**src/design/pmc_pkg.sv**
```systemverilog
// Constants, types and helpers shared by the power-mode controller files.
// Assumes a single 125 MHz clock; oscillator cycles arrive as enable ticks.
`default_nettype none

package pmc_pkg;

  // ==========================================================================
  // Register offsets (byte addresses on the AXI4-Lite slave)
  localparam logic [7:0] OFF_MODE = 8'h00;
  localparam logic [7:0] OFF_STAT = 8'h04;
  localparam logic [7:0] OFF_WAKE = 8'h08;
  localparam logic [7:0] OFF_CFG = 8'h0c;

  // ==========================================================================
  // Field positions
  localparam int MODE_HIGH_LOW_CLOCK_SELECT_BIT = 0;
  localparam int MODE_IDLE_ON_HALT_ENABLE_BIT = 1;
  localparam int MODE_CKS_LSB = 5;
  localparam int MODE_KEEP_BIT = 8;
  localparam int STAT_PDF_BIT = 0;
  localparam int STAT_TO_BIT = 1;
  localparam int STAT_HTO_BIT = 2;
  localparam int STAT_LTO_BIT = 3;
  localparam int STAT_STATE_LSB = 4;
  localparam int CFG_WDT_ON = 0;
  localparam int CFG_VDET_ON = 1;
  localparam int CFG_LCD_ON = 2;
  localparam int CFG_WDT_SUB = 3;
  localparam int CFG_HI_XTAL = 4;
  localparam int CFG_LO_XTAL = 5;

  // ==========================================================================
  // Reset values
  localparam logic [31:0] MODE_RST = 32'h0000_0003;
  localparam logic [31:0] CFG_RST = 32'h0000_0039;
  localparam logic [7:0] WAKE_RST = 8'h00;

  // ==========================================================================
  // Timing
  localparam int CLK_HZ = 125_000_000;
  localparam int SUB_HZ = 32_768;
  localparam logic [11:0] SUB_DIV = 12'(CLK_HZ / SUB_HZ);
  localparam logic [10:0] XTAL_CYCLES = 11'h400;
  localparam logic [10:0] HI_RC_CYCLES = 11'h010;
  localparam logic [10:0] LO_RC_CYCLES = 11'h002;

  // ==========================================================================
  // Bus answers
  localparam logic [1:0] RESP_OKAY = 2'b00;
  localparam logic [1:0] RESP_SLVERR = 2'b10;

  typedef enum logic [2:0] {
    ST_RUN = 3'b000,
    ST_DEEP = 3'b001,
    ST_LIGHT = 3'b010,
    ST_LOW_IDLE = 3'b011,
    ST_FULL_IDLE = 3'b100
  } pmc_state_t;

  typedef enum logic [1:0] {
    SRC_HIGH = 2'b00,
    SRC_DIV = 2'b01,
    SRC_SUB = 2'b10
  } pmc_clksrc_t;

  // Selector 000/001 with the fast bit low means run from the sub clock
  function automatic logic is_slow(input logic hl, input logic [2:0] cks);
    is_slow = !hl && (cks[2:1] == 2'b00);
  endfunction

  // Byte-lane merge of a bus write into a register word
  function automatic logic [31:0] merge(input logic [31:0] old,
                                        input logic [31:0] wd,
                                        input logic [3:0] strb);
    merge = old;
    for (int i = 0; i < 4; i++)
    begin
      if (strb[i])
        merge[i*8 +: 8] = wd[i*8 +: 8];
    end
  endfunction

endpackage

`default_nettype wire

```
**src/design/pmc_osc_if.sv**
```systemverilog
// Link between the controller and one oscillator ready counter.
// Assumes both ends share aclk.
`default_nettype none

interface pmc_osc_if;
  logic run;
  logic crystal;
  logic tick;
  logic ready;
  modport ctl (output run, output crystal, output tick, input ready);
  modport osc (input run, input crystal, input tick, output ready);
endinterface

`default_nettype wire

```
**src/design/pmc_osc_ready.sv**
```systemverilog
// Oscillator stabilisation counter: ready after a fixed number of ticks.
// Assumes run drops whenever the oscillator is stopped.
`default_nettype none

module pmc_osc_ready #(
  parameter logic [10:0] RC_CYCLES = 11'h002
) (
  // Clock and reset
  input wire logic aclk,
  input wire logic aresetn,
  // Oscillator link
  pmc_osc_if.osc o
);

  typedef struct packed {
    logic [10:0] cnt;
    logic ready;
  } pmc_osc_st_t;

  pmc_osc_st_t r_ff;
  pmc_osc_st_t nxt_r;
  logic [10:0] target;

  assign target = o.crystal ? pmc_pkg::XTAL_CYCLES : RC_CYCLES;
  assign o.ready = r_ff.ready;

  always_comb
  begin
    nxt_r = r_ff;
    if (!o.run)
    begin
      nxt_r.cnt = 11'h000;
      nxt_r.ready = 1'b0;
    end
    else if (!r_ff.ready && o.tick)
    begin
      nxt_r.cnt = r_ff.cnt + 11'h001;
      nxt_r.ready = (r_ff.cnt + 11'h001) == target;
    end
  end

  always_ff @(posedge aclk)
  begin
    if (!aresetn)
      r_ff <= '0;
    else
      r_ff <= nxt_r;
  end
endmodule

`default_nettype wire

```
**src/design/pmc_top.sv**
```systemverilog
// Power-mode controller: clock source choice, halt into sleep or idle,
// wake-up, power-down and time-out flags, with an AXI4-Lite register port.
// Assumes halt and clear-watchdog strobes are one-cycle pulses from the core.
//
// Chosen here: the AXI4-Lite register port and the register offsets.
`default_nettype none

// Contract
// - selector 000/001, fast bit low: sub clock
// - on sub clock stop fast osc and dividers
// - fast bit or selector 010..111 returns fast
// - switch to slow waits for slow-ready flag
// - halt, no idle, all off: deep sleep
// - deep sleep clears and stops watchdog
// - halt, no idle, watchdog/detector on: light sleep
// - light sleep clears watchdog, runs on sub
// - halt, idle, no keep: low idle
// - low idle watchdog runs only from sub
// - halt, idle, keep: full idle, clocks on
// - full idle clears watchdog, resumes counting
// - sleep and idle preserve all state
// - halt sets power-down, clears time-out
// - power-down clears at reset/clear-watchdog only
// - wake on port edge, interrupt, overflow
// - overflow sets time-out, resets PC/SP only
// - enabled falling port edge wakes, resume
// - disabled or stack full: resume, pending
// - enabled with free stack: service interrupt
// - request already set does not wake
// - fast-ready after 1024 crystal cycles
// - slow-ready after 1024 crystal cycles
module pmc_top (
  // Clock and reset
  input wire logic aclk,
  input wire logic aresetn,
  // AXI4-Lite write
  input wire logic [7:0] awaddr,
  input wire logic [2:0] awprot,
  input wire logic awvalid,
  output logic awready,
  input wire logic [31:0] wdata,
  input wire logic [3:0] wstrb,
  input wire logic wvalid,
  output logic wready,
  output logic [1:0] bresp,
  output logic bvalid,
  input wire logic bready,
  // AXI4-Lite read
  input wire logic [7:0] araddr,
  input wire logic [2:0] arprot,
  input wire logic arvalid,
  output logic arready,
  output logic [31:0] rdata,
  output logic [1:0] rresp,
  output logic rvalid,
  input wire logic rready,
  // Core events
  input wire logic halt_exec,
  input wire logic clr_wdt_exec,
  input wire logic [7:0] irq_req,
  input wire logic [7:0] irq_en,
  input wire logic stack_full,
  input wire logic wdt_overflow,
  // Port A pins
  input wire logic [7:0] port_a_pin,
  // Clock control
  output logic sysclk_run,
  output logic [1:0] sysclk_src,
  output logic [2:0] clk_div_sel,
  output logic subclk_run,
  output logic hi_osc_run,
  output logic fh_div_run,
  // Watchdog control
  output logic wdt_clear,
  output logic wdt_run,
  // Core control
  output logic cpu_hold,
  output logic resume_next,
  output logic irq_take,
  output logic pc_sp_reset,
  output logic chip_reset_req
);

  typedef struct packed {
    pmc_pkg::pmc_state_t state;
    pmc_pkg::pmc_clksrc_t src;
    logic high_low_clock_select;
    logic idle_on_halt_enable;
    logic [2:0] clock_divider_select;
    logic keep_sysclk_in_idle;
    logic [7:0] port_a_wake_enable;
    logic [5:0] cfg;
    logic power_down_flag;
    logic watchdog_timeout_flag;
    logic [7:0] pa_s1;
    logic [7:0] pa_s2;
    logic [7:0] pa_prev;
    logic [7:0] irq_arm;
    logic [11:0] sub_div;
    logic sub_tick;
    logic awready;
    logic wready;
    logic bvalid;
    logic [1:0] bresp;
    logic arready;
    logic rvalid;
    logic [1:0] rresp;
    logic [31:0] rdata;
    logic sysclk_run;
    logic subclk_run;
    logic hi_run;
    logic wdt_clear;
    logic wdt_run;
    logic cpu_hold;
    logic resume;
    logic irq_take;
    logic pc_sp_reset;
    logic chip_rst;
  } pmc_st_t;

  pmc_st_t r_ff;
  pmc_st_t nxt_r;
  logic hi_ready;
  logic lo_ready;
  logic sleeping;
  logic slow;
  logic [7:0] port_fall;
  logic [7:0] irq_wake;
  logic wdt_on;

  pmc_osc_if hi_if ();
  pmc_osc_if lo_if ();

  // ==========================================================================
  // Oscillator ready counters
  assign hi_if.run = r_ff.hi_run;
  assign hi_if.crystal = r_ff.cfg[pmc_pkg::CFG_HI_XTAL];
  assign hi_if.tick = 1'b1;
  assign lo_if.run = r_ff.subclk_run;
  assign lo_if.crystal = r_ff.cfg[pmc_pkg::CFG_LO_XTAL];
  assign lo_if.tick = r_ff.sub_tick;
  assign hi_ready = hi_if.ready;
  assign lo_ready = lo_if.ready;

  pmc_osc_ready #(.RC_CYCLES(pmc_pkg::HI_RC_CYCLES)) u_hi_ready (
    .aclk(aclk),
    .aresetn(aresetn),
    .o(hi_if.osc)
  );

  pmc_osc_ready #(.RC_CYCLES(pmc_pkg::LO_RC_CYCLES)) u_lo_ready (
    .aclk(aclk),
    .aresetn(aresetn),
    .o(lo_if.osc)
  );

  // ==========================================================================
  // Decodes shared by the next-state logic and the checks
  assign sleeping = r_ff.state != pmc_pkg::ST_RUN;
  assign slow = pmc_pkg::is_slow(r_ff.high_low_clock_select,
                                 r_ff.clock_divider_select);
  assign port_fall = r_ff.pa_prev & ~r_ff.pa_s2 & r_ff.port_a_wake_enable;
  assign irq_wake = irq_req & r_ff.irq_arm;
  assign wdt_on = r_ff.cfg[pmc_pkg::CFG_WDT_ON];

  // ==========================================================================
  // Next state
  always_comb
  begin
    logic [31:0] mode_w;
    logic [31:0] wr;
    logic run_like;
    logic [7:0] wa;
    logic [7:0] ra;
    mode_w = '0;
    wr = '0;
    run_like = 1'b0;
    wa = {awaddr[7:2], 2'b00};
    ra = {araddr[7:2], 2'b00};
    nxt_r = r_ff;
    nxt_r.wdt_clear = 1'b0;
    nxt_r.resume = 1'b0;
    nxt_r.irq_take = 1'b0;
    nxt_r.pc_sp_reset = 1'b0;
    nxt_r.chip_rst = 1'b0;

    // Sub clock cycle ticks; the divider rests while the sub clock is off
    nxt_r.sub_tick = 1'b0;
    if (!r_ff.subclk_run)
      nxt_r.sub_div = 12'h000;
    else if (r_ff.sub_div == pmc_pkg::SUB_DIV - 12'h001)
    begin
      nxt_r.sub_div = 12'h000;
      nxt_r.sub_tick = 1'b1;
    end
    else
      nxt_r.sub_div = r_ff.sub_div + 12'h001;

    // Pin synchroniser, then a third stage for the edge
    nxt_r.pa_s1 = port_a_pin;
    nxt_r.pa_s2 = r_ff.pa_s1;
    nxt_r.pa_prev = r_ff.pa_s2;

    // Bus write: both channels taken together, one beat in flight
    if (r_ff.awready)
    begin
      nxt_r.awready = 1'b0;
      nxt_r.wready = 1'b0;
      nxt_r.bvalid = 1'b1;
      nxt_r.bresp = pmc_pkg::RESP_OKAY;
      mode_w = {23'h000000, r_ff.keep_sysclk_in_idle,
                r_ff.clock_divider_select, 3'b000,
                r_ff.idle_on_halt_enable, r_ff.high_low_clock_select};
      case (wa)
        pmc_pkg::OFF_MODE:
        begin
          wr = pmc_pkg::merge(mode_w, wdata, wstrb);
          nxt_r.high_low_clock_select = wr[pmc_pkg::MODE_HIGH_LOW_CLOCK_SELECT_BIT];
          nxt_r.idle_on_halt_enable = wr[pmc_pkg::MODE_IDLE_ON_HALT_ENABLE_BIT];
          nxt_r.clock_divider_select = wr[pmc_pkg::MODE_CKS_LSB +: 3];
          nxt_r.keep_sysclk_in_idle = wr[pmc_pkg::MODE_KEEP_BIT];
        end
        pmc_pkg::OFF_STAT: ;
        pmc_pkg::OFF_WAKE:
        begin
          wr = pmc_pkg::merge({24'h000000, r_ff.port_a_wake_enable},
                              wdata, wstrb);
          nxt_r.port_a_wake_enable = wr[7:0];
        end
        pmc_pkg::OFF_CFG:
        begin
          wr = pmc_pkg::merge({26'h0000000, r_ff.cfg}, wdata, wstrb);
          nxt_r.cfg = wr[5:0];
        end
        default: nxt_r.bresp = pmc_pkg::RESP_SLVERR;
      endcase
    end
    else if (awvalid && wvalid && !r_ff.bvalid)
    begin
      nxt_r.awready = 1'b1;
      nxt_r.wready = 1'b1;
    end
    if (r_ff.bvalid && bready)
      nxt_r.bvalid = 1'b0;

    // Bus read
    if (r_ff.arready)
    begin
      nxt_r.arready = 1'b0;
      nxt_r.rvalid = 1'b1;
      nxt_r.rresp = pmc_pkg::RESP_OKAY;
      nxt_r.rdata = '0;
      case (ra)
        pmc_pkg::OFF_MODE:
        begin
          nxt_r.rdata[pmc_pkg::MODE_HIGH_LOW_CLOCK_SELECT_BIT] = r_ff.high_low_clock_select;
          nxt_r.rdata[pmc_pkg::MODE_IDLE_ON_HALT_ENABLE_BIT] = r_ff.idle_on_halt_enable;
          nxt_r.rdata[pmc_pkg::MODE_CKS_LSB +: 3] =
            r_ff.clock_divider_select;
          nxt_r.rdata[pmc_pkg::MODE_KEEP_BIT] = r_ff.keep_sysclk_in_idle;
        end
        pmc_pkg::OFF_STAT:
        begin
          nxt_r.rdata[pmc_pkg::STAT_PDF_BIT] = r_ff.power_down_flag;
          nxt_r.rdata[pmc_pkg::STAT_TO_BIT] = r_ff.watchdog_timeout_flag;
          nxt_r.rdata[pmc_pkg::STAT_HTO_BIT] = hi_ready;
          nxt_r.rdata[pmc_pkg::STAT_LTO_BIT] = lo_ready;
          nxt_r.rdata[pmc_pkg::STAT_STATE_LSB +: 3] = r_ff.state;
        end
        pmc_pkg::OFF_WAKE: nxt_r.rdata[7:0] = r_ff.port_a_wake_enable;
        pmc_pkg::OFF_CFG: nxt_r.rdata[5:0] = r_ff.cfg;
        default: nxt_r.rresp = pmc_pkg::RESP_SLVERR;
      endcase
    end
    else if (arvalid && !r_ff.rvalid)
      nxt_r.arready = 1'b1;
    if (r_ff.rvalid && rready)
      nxt_r.rvalid = 1'b0;

    // Clear-watchdog drops power-down; a halt in the same cycle wins below
    if (clr_wdt_exec)
    begin
      nxt_r.power_down_flag = 1'b0;
      nxt_r.wdt_clear = 1'b1;
    end

    case (r_ff.state)
      pmc_pkg::ST_RUN:
      begin
        // Slow mode only once the sub oscillator is stable
        if (slow)
        begin
          if (lo_ready)
            nxt_r.src = pmc_pkg::SRC_SUB;
        end
        else if (r_ff.high_low_clock_select)
          nxt_r.src = pmc_pkg::SRC_HIGH;
        else
          nxt_r.src = pmc_pkg::SRC_DIV;
        if (halt_exec)
        begin
          nxt_r.power_down_flag = 1'b1;
          nxt_r.watchdog_timeout_flag = 1'b0;
          nxt_r.wdt_clear = 1'b1;
          nxt_r.irq_arm = ~irq_req;
          if (r_ff.idle_on_halt_enable)
            nxt_r.state = r_ff.keep_sysclk_in_idle ?
                          pmc_pkg::ST_FULL_IDLE :
                          pmc_pkg::ST_LOW_IDLE;
          else if (wdt_on || r_ff.cfg[pmc_pkg::CFG_VDET_ON] ||
                   r_ff.cfg[pmc_pkg::CFG_LCD_ON])
            nxt_r.state = pmc_pkg::ST_LIGHT;
          else
            nxt_r.state = pmc_pkg::ST_DEEP;
        end
        if (wdt_overflow)
        begin
          nxt_r.watchdog_timeout_flag = 1'b1;
          nxt_r.chip_rst = 1'b1;
        end
      end
      pmc_pkg::ST_DEEP,
      pmc_pkg::ST_LIGHT,
      pmc_pkg::ST_LOW_IDLE,
      pmc_pkg::ST_FULL_IDLE:
      begin
        // Nothing but a wake event changes here, so all state is kept
        if (wdt_overflow)
        begin
          nxt_r.watchdog_timeout_flag = 1'b1;
          nxt_r.pc_sp_reset = 1'b1;
          nxt_r.state = pmc_pkg::ST_RUN;
        end
        else if (|irq_wake)
        begin
          nxt_r.state = pmc_pkg::ST_RUN;
          if (|(irq_wake & irq_en) && !stack_full)
            nxt_r.irq_take = 1'b1;
          else
            nxt_r.resume = 1'b1;
        end
        else if (|port_fall)
        begin
          nxt_r.state = pmc_pkg::ST_RUN;
          nxt_r.resume = 1'b1;
        end
      end
      default: nxt_r.state = pmc_pkg::ST_RUN;
    endcase

    // Clock and watchdog enables follow the state being entered
    run_like = nxt_r.state == pmc_pkg::ST_RUN ||
               nxt_r.state == pmc_pkg::ST_FULL_IDLE;
    nxt_r.sysclk_run = run_like;
    nxt_r.subclk_run = nxt_r.state != pmc_pkg::ST_DEEP;
    nxt_r.hi_run = run_like && nxt_r.src != pmc_pkg::SRC_SUB;
    nxt_r.wdt_run = wdt_on && (run_like ||
                    (nxt_r.state != pmc_pkg::ST_DEEP &&
                     r_ff.cfg[pmc_pkg::CFG_WDT_SUB]));
    // Core waits for the fast oscillator; software still polls the flag
    nxt_r.cpu_hold = nxt_r.state != pmc_pkg::ST_RUN ||
                     (nxt_r.src != pmc_pkg::SRC_SUB && !hi_ready);
  end

  always_ff @(posedge aclk)
  begin
    if (!aresetn)
    begin
      r_ff <= '0;
      r_ff.high_low_clock_select <= pmc_pkg::MODE_RST[0];
      r_ff.idle_on_halt_enable <= pmc_pkg::MODE_RST[1];
      r_ff.port_a_wake_enable <= pmc_pkg::WAKE_RST;
      r_ff.cfg <= pmc_pkg::CFG_RST[5:0];
      r_ff.sysclk_run <= 1'b1;
      r_ff.subclk_run <= 1'b1;
      r_ff.hi_run <= 1'b1;
      r_ff.cpu_hold <= 1'b1;
    end
    else
      r_ff <= nxt_r;
  end

  // ==========================================================================
  // Outputs
  assign awready = r_ff.awready;
  assign wready = r_ff.wready;
  assign bresp = r_ff.bresp;
  assign bvalid = r_ff.bvalid;
  assign arready = r_ff.arready;
  assign rdata = r_ff.rdata;
  assign rresp = r_ff.rresp;
  assign rvalid = r_ff.rvalid;
  assign sysclk_run = r_ff.sysclk_run;
  assign sysclk_src = r_ff.src;
  assign clk_div_sel = r_ff.clock_divider_select;
  assign subclk_run = r_ff.subclk_run;
  assign hi_osc_run = r_ff.hi_run;
  assign fh_div_run = r_ff.hi_run;
  assign wdt_clear = r_ff.wdt_clear;
  assign wdt_run = r_ff.wdt_run;
  assign cpu_hold = r_ff.cpu_hold;
  assign resume_next = r_ff.resume;
  assign irq_take = r_ff.irq_take;
  assign pc_sp_reset = r_ff.pc_sp_reset;
  assign chip_reset_req = r_ff.chip_rst;
endmodule

`default_nettype wire

```
**config.mk**
```make
export PLATFORM = sky130hd
export DESIGN_NAME = pmc_top
export DESIGN_NICKNAME = d
export VERILOG_FILES = /design/src/design/pmc_pkg.sv /design/src/design/pmc_osc_if.sv /design/src/design/pmc_osc_ready.sv /design/src/design/pmc_top.sv
export SDC_FILE = /design/constraint.sdc
export NUM_CORES = 1
export LEC_CHECK = 0
export BUFFER_PORTS_ARGS = -buffer_cell sky130_fd_sc_hd__buf_2
export CORE_ASPECT_RATIO = 1.75
export CORE_MARGIN = 5
export CORE_UTILIZATION = 59
export CTS_BUF_LIST = sky130_fd_sc_hd__clkbuf_2 sky130_fd_sc_hd__clkbuf_4 sky130_fd_sc_hd__clkbuf_8
export DETAILED_ROUTE_END_ITERATION = 7
export MAX_ROUTING_LAYER = met4
export PLACE_DENSITY = 0.95
export SYNTH_ARGS = -nofsm -noshare
export SYNTH_HDL_FRONTEND = slang
export SYNTH_HIERARCHICAL = 1
export SYNTH_SLANG_ARGS = --single-unit
```
**constraint.sdc**
```tcl
create_clock -name aclk -period 3 [get_ports aclk]
set_input_delay 0.3 -clock aclk [delete_from_list [all_inputs] [get_ports aclk]]
set_output_delay 0.3 -clock aclk [all_outputs]
set_load 0.01 [all_outputs]
```
Yosys cells after proc, flatten, opt, wreduce, memory -nomap -nowiden

Cells that the tools add are included.

Logic and storage cells: 162
Output and inout bits: 57
Input port bits: 93
Register bits after elaboration: 124

Add/subtract/negate cells: 3
Eq/ne operators: 18
Reduce and logical (&&, ||, !) cells: 53
Bitwise gates (word level): 10
Muxes and demuxes: 40

Operators with widths:

| cell                                                            | number |
|---|---|
| 8-bit AND                                                       | 4 |
| 6-bit by 2-bit == test with 1-bit output, second input constant | 4 |
| 8-bit OR reduction                                              | 3 |
| 11-bit by 1-bit adder with 11-bit output, second input constant | 2 |
| 11-bit == test                                                  | 2 |
| 11-bit two-way mux                                              | 2 |
| 3-bit two-way mux                                               | 6 |
| 1-bit two-way mux                                               | 17 |
| 2-bit two-way mux                                               | 8 |
| 8-bit NOT                                                       | 2 |
| 4-bit OR reduction                                              | 4 |
| 3-bit AND reduction                                             | 5 |
| 12-bit by 1-bit adder with 12-bit output, second input constant | 1 |
| 12-bit == test, second input constant                           | 1 |
| 6-bit by 1-bit == test with 1-bit output, second input constant | 2 |
| 1-bit logical AND                                               | 12 |
| 6-bit zero test                                                 | 2 |
| 2-bit AND reduction                                             | 5 |
| 3-bit case mux with 3 select lines                              | 1 |
| 2-bit case mux with 4 select lines                              | 1 |
| 2-bit OR reduction                                              | 4 |
| 3-bit by 2-bit == test with 1-bit output, second input constant | 2 |
| 3-bit == test, second input constant                            | 2 |
| 1-bit zero test                                                 | 6 |
| other kinds (15)                                                | 26 |

Logic depth before layout (Yosys ltp)

Depth in word-level cells: 12
Depth in mapped cells: 7

Hierarchy

Netlist, hierarchy kept.

Modules (own cells, without submodules):

| module                     | cells an instance | instances | seq. area each (um^2) | area each (um^2) |
|---|---|---|---|---|
| pmc_top                    | 459               | 1         | 1961.9                | 4141.5 |
| pmc_osc_ready (u_lo_ready) | 90                | 1         | 240.2                 | 710.7 |
| pmc_osc_ready (u_hi_ready) | 83                | 1         | 240.2                 | 671.9 |

Worst setup path before layout

OpenSTA, ideal clock, no wires.

Path kind: register to register
From: reg u_hi_ready/r_ff[1] (netlist name)
To: reg u_hi_ready.r_ff (netlist bit u_hi_ready/o.ready)
Setup slack: 1215 ps
Clock period less this slack: 1785 ps
Arrival: 1698 ps
Setup time: 87 ps
Cell stages (with the launch flop): 7
Path buffers: 0
Cell sequence: dfxtp_1 -> ha_1 -> or4b_1 -> a211oi_2 -> o21a_1 -> a21oi_1 -> o31ai_1

Cells in the longest elaborated chain, start to end: 3

RTL lines:

| item                                     | RTL line            | RTL |
|---|---|---|
| from (decl)                              | pmc_osc_ready.sv:20 | `pmc_osc_st_t r_ff;` |
| from (signal assigned)                   | pmc_osc_ready.sv:47 | `r_ff <= nxt_r;` |
| 11-bit by 1-bit adder with 11-bit output | pmc_osc_ready.sv:38 | `nxt_r.ready = (r_ff.cnt + 11'h001) == target;` |
| 11-bit == test                           | pmc_osc_ready.sv:38 |  |
| 1-bit two-way mux                        | pmc_osc_ready.sv:35 | `else if (!r_ff.ready && o.tick)` |

No other way between the ends.
A chain may end at the register's enable or synchronous reset.

Final worst setup path

From: reg u_lo_ready/r_ff[1] (netlist name)
To: reg u_lo_ready.r_ff (netlist bit u_lo_ready/o.ready)

Cells in the longest elaborated chain, start to end: 2

RTL lines:

| item                                     | RTL line |
|---|---|
| from (decl)                              | pmc_osc_ready.sv:20 |
| from (signal assigned)                   | pmc_osc_ready.sv:47 |
| 11-bit by 1-bit adder with 11-bit output | pmc_osc_ready.sv:38 |
| 11-bit == test                           | pmc_osc_ready.sv:38 |

No other way between the ends.

==> summary.txt <==
Synth
  – Synth Cell Area: 5520 µm²
  – Top post-synthesis cells by area: dfxtp_1 (44%), nor2_1 (6.1%), buf_4 (6.0%)
  – Top cell type's share of synthesized area: 0.442
  – Register area share after synthesis: 0.442
  – Avg Cell Area, Syn: 8.74 µm²
  – Synthesized flop and latch total: 122
  – Cells after synthesis: 632
  – Ys Warns: 6
  – Netlist cell types: 63
  – Async S/R FF share, synth: 0
  – EDFF count, synth: 0
  – Top post-synthesis cells by count: dfxtp_1 (122), nor2_1 (90), nand2_1 (48), buf_4 (44), nand3_1 (39)
  – Synth area leader: dfxtp_1
  – Most frequent cell after synthesis: dfxtp_1
  – Top_reg_cell synth: dfxtp_1

GRT
  – Largest net degree at the start of global routing: 44
  – GRT Overall Usage: 0.243
  – Initial antenna violation count: 0
  – Vias in the first global route: 4845
  – Global-route wire length before repair: 22300 µm
  – Gr ovfl total: 0

Worst setup path
  – Worst setup path class: reg -> reg
  – Crit path from: u_lo_ready/r_ff[1]$_SDFFE_PN0P_
  – CP endpoint kind: flip-flop
  – Max Fanout on Critical Path: 6
  – Req. time, crit path: 3.33 ns
  – Crit path DAT: 2.43 ns
  – CP startpoint kind: flip-flop
  – FF-to-FF Start: u_lo_ready/r_ff[1]$_SDFFE_PN0P_

Clock tree
  – # hold bufs at CTS: 0
  – Clk sink count: 122
  – Clk buf depth: 2
  – Clk pin slew, worst setup/hold paths: 0.08 ns
  – CTS root buffer: clkbuf_8
  – H-tree depth: 4
  – TritonCTS clock tree: done
  – Inserted Clock Buffers: 17
  – # Post-CTS Setup Buffers: 0
  – Resized Gates After CTS: 0
  – Worst skew pair latency: 0.44 ns

STA
  – Pins Over Slew Limit: 0
  – Slew @ Worst Pin: 0.560 ns
  – Fin crit share: 0.700
  – Max Freq: 476 MHz
  – Final hold vios: 0
  – Unrepaired setup endpoints after global routing: false
  – Final setup violation count: 0
  – Clock skew: 0.0132 ns
  – Min cycle time layout: 2.10 ns
  – WHS: 0.0481 ns
  – Setup_tns: 0 ns
  – Worst Setup Slack, final: 0.899 ns
  – Relative slew slack: 0.624

Finish
  – Final Non-Filler Cells: 832
  – Area grow syn2layout: 12.1%
  – ANT cells: 0
  – Final instance area: 6190 µm²
  – Fillers: 704
  – Utilization after layout: 0.681
  – Reg area: 2440 µm²
  – Fin nets: 798
  – Area of the multi-input gates: 2680 µm²
  – Share of layout cells above drive strength 1: 0.199

Die
  – Starting Density: 0.607
  – Die ar.: 11500 µm²
  – Core region area: 9090 µm²
  – Top Ports: 150
  – Chip Height: 138 µm
  – Die width: 83.1 µm
  – Row cnt: 46

Pwr
  – PwrDens: 555 nW/µm²
  – Leakage: 2.55 nW
  – Max VDD drop: 0.420 mV
  – Tot Pwr: 3.44 mW

Place
  – HPWL reported at the end of detailed placement: 9830 µm
  – GPL Wtd Cong: 0.919
  – PortBufs: 89
  – Cells after DPL: 801
  – Dpl ws: 0.994 ns
  – Area after DPL: 5800 µm²

Route
  – Residual DRC: 0
  – First drt pass iteration count: 6
  – Antenna Nets Post-Route: 0
  – Avg WL per Cell: 16.4 µm
  – Vias/cell: 5.83
  – Vias post-DR: 4849
  – Iter 0 DRT Violations: 431
  – Final wirelength: 13700 µm

Outcome
  – Status: completed

Hold path
  – Worst min path class: in -> reg
  – Hold path start: rready

Flow run
  – Max-Cap Viols: 0
[registers in the layout, indices dropped and copies added, names as in the netlist, 2 cells and up]
signal	cells
r_ff	48
nxt_r	16
u_hi_ready/r_ff	11
u_lo_ready/r_ff	11
rdata	9
clk_div_sel	3
sysclk_src	2
[layout by cell type, fill, tap and decap left out, types with 12 or more instances in the layout]
cell type	netlist	routed
clkbuf_8	0	18
buf_2	5	89
nand4_1	15	15
nand2_1	48	48
nor2_1	90	90
xor2_1	18	18
nand3_1	39	39
o21ai_0	23	23
and2_1	26	26
a21oi_1	30	30
inv_1	12	12
conb_1	2	27
xnor2_1	16	16
dfxtp_1	122	122
[logic make-up (layout without fill, tap and decap cells)]
logic type               after synthesis  count (layout)  share of synthesized area
AND/OR/NAND/NOR                      273             273                      0.244
other                                  2              27                    0.00136
flip-flops                           122             122                      0.442
AO/OA/AOI/OAI                         96              96                      0.118
adder cells (fa/ha/maj)                5               5                     0.0113
multiplexers                          17              17                     0.0383
buffers and inverters                 83             138                     0.0901
XOR/XNOR                              34              34                     0.0539
[worst paths after layout]
path	to	slack, ns	cells after the start
worst max-delay path	u_lo_ready/o.ready$_SDFFE_PN0P_	0.90	5
worst min-delay path	rvalid$_SDFFE_PP0P_	0.05	2
worst min register to register	r_ff[77]$_SDFF_PN0_	0.43	2
worst max register to register	u_lo_ready/o.ready$_SDFFE_PN0P_	0.90	5
[critical path, cell delays in order, from the launching register on]
cell	delay (ns)
dfxtp_1	0.43
ha_1	0.29
and2_1	0.24
o21ai_0	0.13
or4_1	0.55
o41ai_2	0.35
[cell type report]
class / count / area share
multi-input cells: 452 / 0.432
flip-flops and latches: 122 / 0.394
repair buffers: 94 / 0.0780
clock buffers: 18 / 0.0400
well taps: 120 / 0.0242
clock inverters: 13 / 0.0232
inverters: 13 / 0.00788
[metal layers]
metal | vias to the layer above | GRT usage | share of wire
li1 | 2251 | - | -
met1 | 2241 | 0.239 | 0.35
met2 | 277 | 0.426 | 0.52
met3 | 80 | 0.0589 | 0.075
met4 | 0 | 0.146 | 0.060
met5 | - | - | 0
[where the power goes]
part | switching, mW | leakage [nW] | internal [mW] | total (mW)
combinational | 0.174 | 1.36 | 0.114 | 0.288
clock | 0.674 | 0.188 | 0.760 | 1.43
sequential | 0.0433 | 0.994 | 1.67 | 1.71
No activity file was read; power rests on OpenSTA's default activity.
